--- src/hdl/reclock_ctrl_pkg.sv ---
// constants and register map for the reclocker control logic
package reclock_ctrl_pkg;
  localparam int SYS_FREQ_KHZ = 125000;
  localparam int REF_FREQ_KHZ = 27000;
  localparam int REF_PERIOD_NS = 37;
  localparam int ACC_W = 18;
  // half-period toggle, so the step is twice the reference rate
  localparam logic [ACC_W-1:0] ACC_STEP = ACC_W'(2 * REF_FREQ_KHZ);
  localparam logic [ACC_W-1:0] ACC_WRAP = ACC_W'(SYS_FREQ_KHZ);

  localparam logic [31:0] CTRL_OFFSET = 32'h0000_0000;
  localparam logic [31:0] STATUS_OFFSET = 32'h0000_0004;

  localparam int SILENCE_N_BIT = 0;
  localparam int SKIP_FORCE_BIT = 1;
  localparam int CLK_SELECT_BIT = 2;
  localparam int ENABLE_BIT = 3;
  localparam int SPEED_LSB = 4;
  localparam int CHANNEL_LSB = 6;
  localparam logic [7:0] CTRL_RESET = 8'h09;

  localparam int ST_LOCK_BIT = 0;
  localparam int ST_RATE_BIT = 1;
  localparam int ST_SKIP_BIT = 2;
  localparam int ST_PLL_BIT = 3;
  localparam int ST_DET_LSB = 4;

  localparam logic [1:0] SPEED_AUTO = 2'h0;
  localparam logic [1:0] SPEED_SD = 2'h1;
  localparam logic [1:0] SPEED_HD = 2'h2;
  localparam logic [1:0] DET_SD = 2'h1;
  localparam logic [1:0] DET_HD = 2'h2;

  localparam logic [1:0] RESP_OKAY = 2'h0;
  localparam logic [1:0] RESP_SLVERR = 2'h2;

  localparam int SYNC_W = 9;
endpackage

--- src/hdl/reclock_ctrl.sv ---
// control, indicator and output steering logic of the reclocker
//
// Register access over AXI4-Lite and the register offsets were decided locally.
`timescale 1ns/1ps
module reclock_ctrl
  import reclock_ctrl_pkg::*;
(
  input  wire logic        sys_clk_i,
  input  wire logic        reset_n_i,
  input  wire logic [3:0]  serial_input_i,
  input  wire logic        recovered_clk_i,
  input  wire logic        pll_lock_i,
  input  wire logic        signal_detect_i,
  input  wire logic [1:0]  rate_detect_i,
  input  wire logic [31:0] s_axi_awaddr,
  input  wire logic        s_axi_awvalid,
  output logic             s_axi_awready,
  input  wire logic [31:0] s_axi_wdata,
  input  wire logic [3:0]  s_axi_wstrb,
  input  wire logic        s_axi_wvalid,
  output logic             s_axi_wready,
  output logic [1:0]       s_axi_bresp,
  output logic             s_axi_bvalid,
  input  wire logic        s_axi_bready,
  input  wire logic [31:0] s_axi_araddr,
  input  wire logic        s_axi_arvalid,
  output logic             s_axi_arready,
  output logic [31:0]      s_axi_rdata,
  output logic [1:0]       s_axi_rresp,
  output logic             s_axi_rvalid,
  input  wire logic        s_axi_rready,
  output logic             primary_serial_output_o,
  output logic             second_serial_output_o,
  output logic             pll_acquired_flag_o,
  output logic             rate_class_indicator_o,
  output logic             crystal_drive_out_o
);

  // pin synchroniser, three stages per bit
  logic [SYNC_W-1:0] pins;
  logic [SYNC_W-1:0] sync1_r;
  logic [SYNC_W-1:0] sync2_r;
  logic [SYNC_W-1:0] sync3_r;
  logic [SYNC_W-1:0] flt_r;

  // control register fields
  logic [7:0]        ctrl_r;
  logic              silence_n;
  logic              skip_force;
  logic              clk_select;
  logic              enable;
  logic [1:0]        speed_code;
  logic [1:0]        channel;

  // filtered pin values
  logic [3:0]        data_in;
  logic              rec_clk;
  logic              pll_lock;
  logic              sig_det;
  logic [1:0]        det_rate;

  // reference tick generation
  logic [ACC_W-1:0]  acc_r;
  logic [ACC_W-1:0]  acc_sum;
  logic              ref_lvl_r;
  logic              ref_tick;

  // lock, rate and data path
  logic              rate_ok;
  logic              lock_nxt;
  logic              skip_active;
  logic              rec_prev_r;
  logic              retime_r;
  logic              sel_data;
  logic              data_nxt;
  logic              second_nxt;
  logic              mute_all;
  logic              lock_clr;
  logic              class_nxt;
  logic              rec_rise;

  // bus side
  logic [31:0]       awaddr_r;
  logic [31:0]       wdata_r;
  logic [3:0]        wstrb_r;
  logic              do_write;
  logic [31:0]       rdata_nxt;
  logic [1:0]        rresp_nxt;
  logic              wr_ctrl_hit;
  logic              wr_map_hit;
  logic              rd_ctrl_hit;
  logic              rd_status_hit;

  assign pins = {rate_detect_i, signal_detect_i, pll_lock_i,
                 recovered_clk_i, serial_input_i};

  genvar gi;
  generate
    for (gi = 0; gi < SYNC_W; gi++) begin : g_sync
      // a change is taken only once stages two and three agree
      always_ff @(posedge sys_clk_i or negedge reset_n_i) begin
        if (!reset_n_i) begin
          sync1_r[gi] <= 1'b0;
          sync2_r[gi] <= 1'b0;
          sync3_r[gi] <= 1'b0;
          flt_r[gi] <= 1'b0;
        end else begin
          sync1_r[gi] <= pins[gi];
          sync2_r[gi] <= sync1_r[gi];
          sync3_r[gi] <= sync2_r[gi];
          if (sync2_r[gi] == sync3_r[gi]) begin
            flt_r[gi] <= sync3_r[gi];
          end
        end
      end
    end
  endgenerate

  assign data_in = flt_r[3:0];
  assign rec_clk = flt_r[4];
  assign pll_lock = flt_r[5];
  assign sig_det = flt_r[6];
  assign det_rate = flt_r[8:7];

  assign silence_n = ctrl_r[SILENCE_N_BIT];
  assign skip_force = ctrl_r[SKIP_FORCE_BIT];
  assign clk_select = ctrl_r[CLK_SELECT_BIT];
  assign enable = ctrl_r[ENABLE_BIT];
  assign speed_code = ctrl_r[SPEED_LSB +: 2];
  assign channel = ctrl_r[CHANNEL_LSB +: 2];

  // reference divider; free running regardless of enable
  assign acc_sum = acc_r + ACC_STEP;

  always_ff @(posedge sys_clk_i or negedge reset_n_i) begin
    if (!reset_n_i) begin
      acc_r <= '0;
      ref_lvl_r <= 1'b0;
    end else if (acc_sum >= ACC_WRAP) begin
      acc_r <= acc_sum - ACC_WRAP;
      ref_lvl_r <= ~ref_lvl_r;
    end else begin
      acc_r <= acc_sum;
    end
  end

  assign ref_tick = (acc_sum >= ACC_WRAP) && !ref_lvl_r;

  always_ff @(posedge sys_clk_i or negedge reset_n_i) begin
    if (!reset_n_i) begin
      crystal_drive_out_o <= 1'b0;
    end else begin
      crystal_drive_out_o <= ref_lvl_r;
    end
  end

  // fixed speed codes accept only their own class; code 11 behaves as auto
  always_comb begin
    case (speed_code)
      SPEED_SD: rate_ok = (det_rate == DET_SD);
      SPEED_HD: rate_ok = (det_rate == DET_HD);
      SPEED_AUTO: rate_ok = (det_rate == DET_SD) || (det_rate == DET_HD);
      default: rate_ok = (det_rate == DET_SD) || (det_rate == DET_HD);
    endcase
  end

  assign lock_nxt = enable && !skip_force && sig_det && pll_lock && rate_ok;

  // force and power-down drop both indicators at once rather than at the next tick
  assign lock_clr = !enable || skip_force;

  // flag and class change only on the reference tick or at once on lock_clr, so no glitches
  always_ff @(posedge sys_clk_i or negedge reset_n_i) begin
    if (!reset_n_i) begin
      pll_acquired_flag_o <= 1'b0;
    end else if (lock_clr) begin
      pll_acquired_flag_o <= 1'b0;
    end else if (ref_tick) begin
      pll_acquired_flag_o <= lock_nxt;
    end
  end

  // class follows the flag one tick late; ignore it around changes
  assign class_nxt = pll_acquired_flag_o && (det_rate == DET_SD);

  always_ff @(posedge sys_clk_i or negedge reset_n_i) begin
    if (!reset_n_i) begin
      rate_class_indicator_o <= 1'b0;
    end else if (lock_clr) begin
      rate_class_indicator_o <= 1'b0;
    end else if (ref_tick) begin
      rate_class_indicator_o <= class_nxt;
    end
  end

  assign skip_active = skip_force || !pll_acquired_flag_o;

  assign sel_data = data_in[channel];

  // retime on the recovered clock rising edge
  assign rec_rise = rec_clk && !rec_prev_r;

  always_ff @(posedge sys_clk_i or negedge reset_n_i) begin
    if (!reset_n_i) begin
      rec_prev_r <= 1'b0;
    end else begin
      rec_prev_r <= rec_clk;
    end
  end

  // capture sleeps while disabled; the edge tracker keeps running so no stale edge on wake
  always_ff @(posedge sys_clk_i or negedge reset_n_i) begin
    if (!reset_n_i) begin
      retime_r <= 1'b0;
    end else if (enable && rec_rise) begin
      retime_r <= sel_data;
    end
  end

  assign mute_all = !silence_n || !enable;

  always_comb begin
    if (mute_all) begin
      data_nxt = 1'b0;
    end else if (skip_active) begin
      data_nxt = sel_data;
    end else begin
      data_nxt = retime_r;
    end
  end

  always_comb begin
    if (mute_all) begin
      second_nxt = 1'b0;
    end else if (clk_select && skip_active) begin
      second_nxt = 1'b0;
    end else if (clk_select) begin
      second_nxt = rec_clk;
    end else begin
      second_nxt = data_nxt;
    end
  end

  always_ff @(posedge sys_clk_i or negedge reset_n_i) begin
    if (!reset_n_i) begin
      primary_serial_output_o <= 1'b0;
      second_serial_output_o <= 1'b0;
    end else begin
      primary_serial_output_o <= data_nxt;
      second_serial_output_o <= second_nxt;
    end
  end

  // write channel: address and data taken in either order
  assign do_write = !s_axi_awready && !s_axi_wready && !s_axi_bvalid;

  // decode on the word index; the low two address bits are ignored
  assign wr_ctrl_hit = (awaddr_r[31:2] == CTRL_OFFSET[31:2]);
  assign wr_map_hit = wr_ctrl_hit || (awaddr_r[31:2] == STATUS_OFFSET[31:2]);
  assign rd_ctrl_hit = (s_axi_araddr[31:2] == CTRL_OFFSET[31:2]);
  assign rd_status_hit = (s_axi_araddr[31:2] == STATUS_OFFSET[31:2]);

  always_ff @(posedge sys_clk_i or negedge reset_n_i) begin
    if (!reset_n_i) begin
      s_axi_awready <= 1'b1;
      awaddr_r <= '0;
    end else if (s_axi_awvalid && s_axi_awready) begin
      s_axi_awready <= 1'b0;
      awaddr_r <= s_axi_awaddr;
    end else if (s_axi_bvalid && s_axi_bready) begin
      s_axi_awready <= 1'b1;
    end
  end

  always_ff @(posedge sys_clk_i or negedge reset_n_i) begin
    if (!reset_n_i) begin
      s_axi_wready <= 1'b1;
      wdata_r <= '0;
      wstrb_r <= '0;
    end else if (s_axi_wvalid && s_axi_wready) begin
      s_axi_wready <= 1'b0;
      wdata_r <= s_axi_wdata;
      wstrb_r <= s_axi_wstrb;
    end else if (s_axi_bvalid && s_axi_bready) begin
      s_axi_wready <= 1'b1;
    end
  end

  always_ff @(posedge sys_clk_i or negedge reset_n_i) begin
    if (!reset_n_i) begin
      s_axi_bvalid <= 1'b0;
      s_axi_bresp <= RESP_OKAY;
    end else if (do_write) begin
      s_axi_bvalid <= 1'b1;
      s_axi_bresp <= wr_map_hit ? RESP_OKAY : RESP_SLVERR;
    end else if (s_axi_bvalid && s_axi_bready) begin
      s_axi_bvalid <= 1'b0;
    end
  end

  // reset value gives the pulled pin defaults
  always_ff @(posedge sys_clk_i or negedge reset_n_i) begin
    if (!reset_n_i) begin
      ctrl_r <= CTRL_RESET;
    end else if (do_write && wr_ctrl_hit && wstrb_r[0]) begin
      ctrl_r <= wdata_r[7:0];
    end
  end

  // read channel: one word answered the cycle after the address is taken
  always_comb begin
    rdata_nxt = '0;
    rresp_nxt = RESP_OKAY;
    if (rd_ctrl_hit) begin
      rdata_nxt[7:0] = ctrl_r;
    end else if (rd_status_hit) begin
      rdata_nxt[ST_LOCK_BIT] = pll_acquired_flag_o;
      rdata_nxt[ST_RATE_BIT] = rate_class_indicator_o;
      rdata_nxt[ST_SKIP_BIT] = skip_active;
      rdata_nxt[ST_PLL_BIT] = pll_lock;
      rdata_nxt[ST_DET_LSB +: 2] = det_rate;
    end else begin
      rresp_nxt = RESP_SLVERR;
    end
  end

  always_ff @(posedge sys_clk_i or negedge reset_n_i) begin
    if (!reset_n_i) begin
      s_axi_arready <= 1'b1;
      s_axi_rvalid <= 1'b0;
      s_axi_rdata <= '0;
      s_axi_rresp <= RESP_OKAY;
    end else if (s_axi_arvalid && s_axi_arready) begin
      s_axi_arready <= 1'b0;
      s_axi_rvalid <= 1'b1;
      s_axi_rdata <= rdata_nxt;
      s_axi_rresp <= rresp_nxt;
    end else if (s_axi_rvalid && s_axi_rready) begin
      s_axi_rvalid <= 1'b0;
      s_axi_arready <= 1'b1;
    end
  end

endmodule // reclock_ctrl

--- config.mk ---
export PLATFORM = sky130hd
export DESIGN_NAME = reclock_ctrl
export DESIGN_NICKNAME = d
export VERILOG_FILES = /design/src/hdl/reclock_ctrl_pkg.sv /design/src/hdl/reclock_ctrl.sv
export SDC_FILE = /design/constraint.sdc
export NUM_CORES = 1
export LEC_CHECK = 0
export BUFFER_PORTS_ARGS = -buffer_cell sky130_fd_sc_hd__buf_2
export CAP_MARGIN = 20
export CORE_MARGIN = 5
export CORE_UTILIZATION = 57
export CTS_BUF_LIST = sky130_fd_sc_hd__clkbuf_2
export DETAILED_ROUTE_END_ITERATION = 10
export PLACE_DENSITY = 0.87
export SKIP_CTS_REPAIR_TIMING = 1
export SLEW_MARGIN = 20
export SYNTH_ARGS = -nofsm -noshare
export SYNTH_HDL_FRONTEND = slang
export SYNTH_SLANG_ARGS = --single-unit
--- constraint.sdc ---
create_clock -name sys_clk_i -period 4.7 [get_ports sys_clk_i]
set_clock_uncertainty 0.1 [all_clocks]
set_input_delay 1.175 -clock sys_clk_i [delete_from_list [all_inputs] [get_ports sys_clk_i]]
set_output_delay 1.175 -clock sys_clk_i [all_outputs]
set_load 0.05 [all_outputs]
==> results.md <==
* Run status: finished, final reports clean
* Worst Hold Class: reg -> reg
* Antenna violations before repair at 1
* CTS tree: done
* Critical path's top delay family: compound AO/OA/AOI/OAI gates
* Antenna Nets Post-Route at 0
* Final wirelength at 10500 um
* Routed len/inst at roughly 16 um
* Compound-cell area share of the yosys netlist at 0.0753
* Number of cell rows at 35
* Async set-or-reset flop fraction in the synthesized netlist at 1.00
* Area grow syn2layout at 15.1%
* Tmin final at a little over 3 ns
* Crit. End Element: flip-flop
* DRC violations left at 0
* Ports at ~160
* Critical path type: reg -> reg
* RSZ-0062 raised after global routing: false
* Die W at between 100 and 150 um
* Leakage at 0.00286 uW
* Commonest non-fill, non-tap cell in the layout: dfrtp_1
* Fin util at 0.671
* Cell Area, Synth at between 5000 and 6000 um^2
* Post-synth EDFFs at 0
* Startpoint types: flip-flop
* Largest net degree at the start of global routing at a little under 90
* Slew @ Worst Pin at 0.750 ns
* Die span in y at 107 um
* CTS Buf Count at 17
* Net count, final at 655
* Final setup fails at 0
* Pre-antenna DRT Iters at 4
* Unique cell type count in the Yosys netlist at 65
* Max-slew violation count at 0
* Sequential area share after synthesis at 0.564
* Clock Tree Buf Depth at 2
* Root buf cell: clkbuf_2
* Clock Sinks at ~120
* Fill count at about 670
* Synth Area in Adders at 0.0377
* Post-synthesis mux area share at 0.122
* Layout cells sized above 1 at 0.409
* Initial DRC count at between 150 and 200
* Seq cells post-synth at about 120
* Max FO, Critical Path at 17
* Most frequent cells in the layout: dfrtp_1, buf_2, mux2_2
* Grt total ovfl at 0
* Synth Flop Type: dfrtp_1
* Crit-path cells: inv_1 -> ha_1 -> or3b_1 -> a211oi_1 -> o32ai_2 -> nor3_2 -> o31a_4 -> o22ai_1 -> xnor2_1
* Vias at between 3000 and 4000
* Slowest cell on the critical path: dfrtp_1
* Crit path required time at slightly above 5 ns
* Max VDD drop at about 370 uV
* Port-buffer cells at 104
* Syn Area/Cell at around 13 um^2
* First-pass GRT wire length at roughly 17000 um
* Core area at about 9200 um^2
* Fin crit share at 0.647
* Max-cap violations at 0
* F_max at roughly 330 MHz
* CP arrival at 3.51 ns
* XOR/XNOR Fraction of Synth Area at 0.0416
* Die footprint at 11500 um^2
* Final RePlAce weighted congestion at 0.891
* Vias in the first global route at 3654
* Clock latency on the worst-skew pair at approximately 0.67 ns
* Final hold vios at 0
* Reg clk slew, reported paths at ~0.21 ns
* Simple-gate share of the synthesized area at 0.104
* Post-Syn Instances at 415
* H-tree levels at 4
* Fin Setup TNS at 0 ns
* Initial core utilization at 0.583
* Antenna cells at 0
* Yosys warns at 0
* Total track usage at 0.191
* PD cells at 412 nW/um^2
* Max-Slew Margin vs Limit at 0.500
* Crit path buf inv count at 1
* Via density at 5.24
* Largest family of logic cells by synthesized area: multiplexers
* Worst path max stage delay at between 0.5 and 0.6 ns
* HPWL Detailed at between 7000 and 8000 um
## state kept, by name (all words and copies together), names as in the netlist, 2 cells and up
| signal | count |
|---|---|
| awaddr_r | 30 |
| sync2_r | 9 |
| s_axi_rdata | 8 |
| sync1_r | 9 |
| sync3_r | 9 |
| data_in | 4 |
| acc_r | 15 |
| ctrl_r | 8 |
| det_rate | 2 |
| wdata_r | 8 |
## area by class of cell
class,instances,area [um^2],share of cell area
sequential,121,3030,0.490
multi-input combinational,272,2150,0.346
timing repair buffer,107,549,0.0886
clock inverter,15,179,0.0289
tap,129,161,0.0260
clock buffer,17,85.1,0.0137
inverter,11,41.3,0.00666
## cell usage after synthesis, drive strengths merged (2+ instances only)
cell | instances | area (um^2)
a21oi | 5 | 25.0
a22o | 8 | 70.1
a31oi | 2 | 18.8
buf | 31 | 238
clkbuf | 5 | 18.8
dfrtp | 116 | 2900
dfstp | 5 | 131
ha | 9 | 113
inv | 11 | 41.3
maj3 | 9 | 90.1
mux2 | 51 | 574
mux2i | 6 | 60.1
nand2 | 16 | 60.1
nand2b | 3 | 18.8
nand3 | 2 | 10.0
nand3b | 2 | 15.0
nand4 | 7 | 43.8
nor2 | 23 | 93.8
nor2b | 4 | 25.0
nor3 | 10 | 60.1
nor3b | 3 | 32.5
nor4 | 15 | 100
nor4b | 3 | 38.8
o211ai | 2 | 15.0
o21ai | 13 | 68.8
o22ai | 2 | 12.5
o2bb2ai | 2 | 17.5
o31ai | 4 | 40.0
o32ai | 2 | 25.0
or2 | 2 | 12.5
xnor2 | 16 | 155
xor2 | 7 | 68.8
## power breakdown
| group | switching (uW) | internal, uW |
|---|---|---|
| clock | 446 | 267 |
| combinational | 246 | 225 |
| sequential | 118 | 1250 |
## layer usage
layer | part of all wire | GRT usage | up-vias
met2 | 0.52 | 0.317 | 109
met5 | 0.0010 | 0 | -
li1 | - | - | 1678
met4 | 0.012 | 0.0557 | 2
met1 | 0.40 | 0.234 | 1719
met3 | 0.067 | 0.0716 | 14
## cells by family after synthesis
group,Yosys count
mux,58
compound gates,52
buf+inv,47
flops,121
simple gates,95
other cells,1
fa+ha+maj,18
xor+xnor,23
## stage by stage
stage / hold slack (ns) / area, um^2 / instances / power, uW / worst slack (ns)
2_1_floorplan: 0.231 / 5480 / 440 / 1740 / 1.99
3_3_place_gp: 0.232 / 5930 / 640 / 1830 / 1.83
3_5_place_dp: 0.235 / 5930 / 640 / 1870 / 1.72
4_1_cts: 0.279 / 6190 / 672 / 2580 / 1.68
5_1_grt: 0.285 / 6200 / 672 / 2690 / 1.46
6_report: 0.276 / 6200 / 672 / 2560 / 1.66
## final timing paths
kind / slack (ns) / depth (start not counted) / endpoint / from
max reg2reg: 1.66 / 9 / acc_r[8] / acc_r[4]
max: 1.66 / 9 / acc_r[8] / acc_r[4]
min: 0.28 / 0 / sync2_r[5] / sync1_r[5]
max in group asynchronous: 3.30 / 2 / awaddr_r[18] / reset_n_i
min in group asynchronous: 0.42 / 1 / s_axi_rvalid / reset_n_i
min reg2reg: 0.28 / 0 / sync2_r[5] / sync1_r[5]
(Power assumes the default switching activity.)
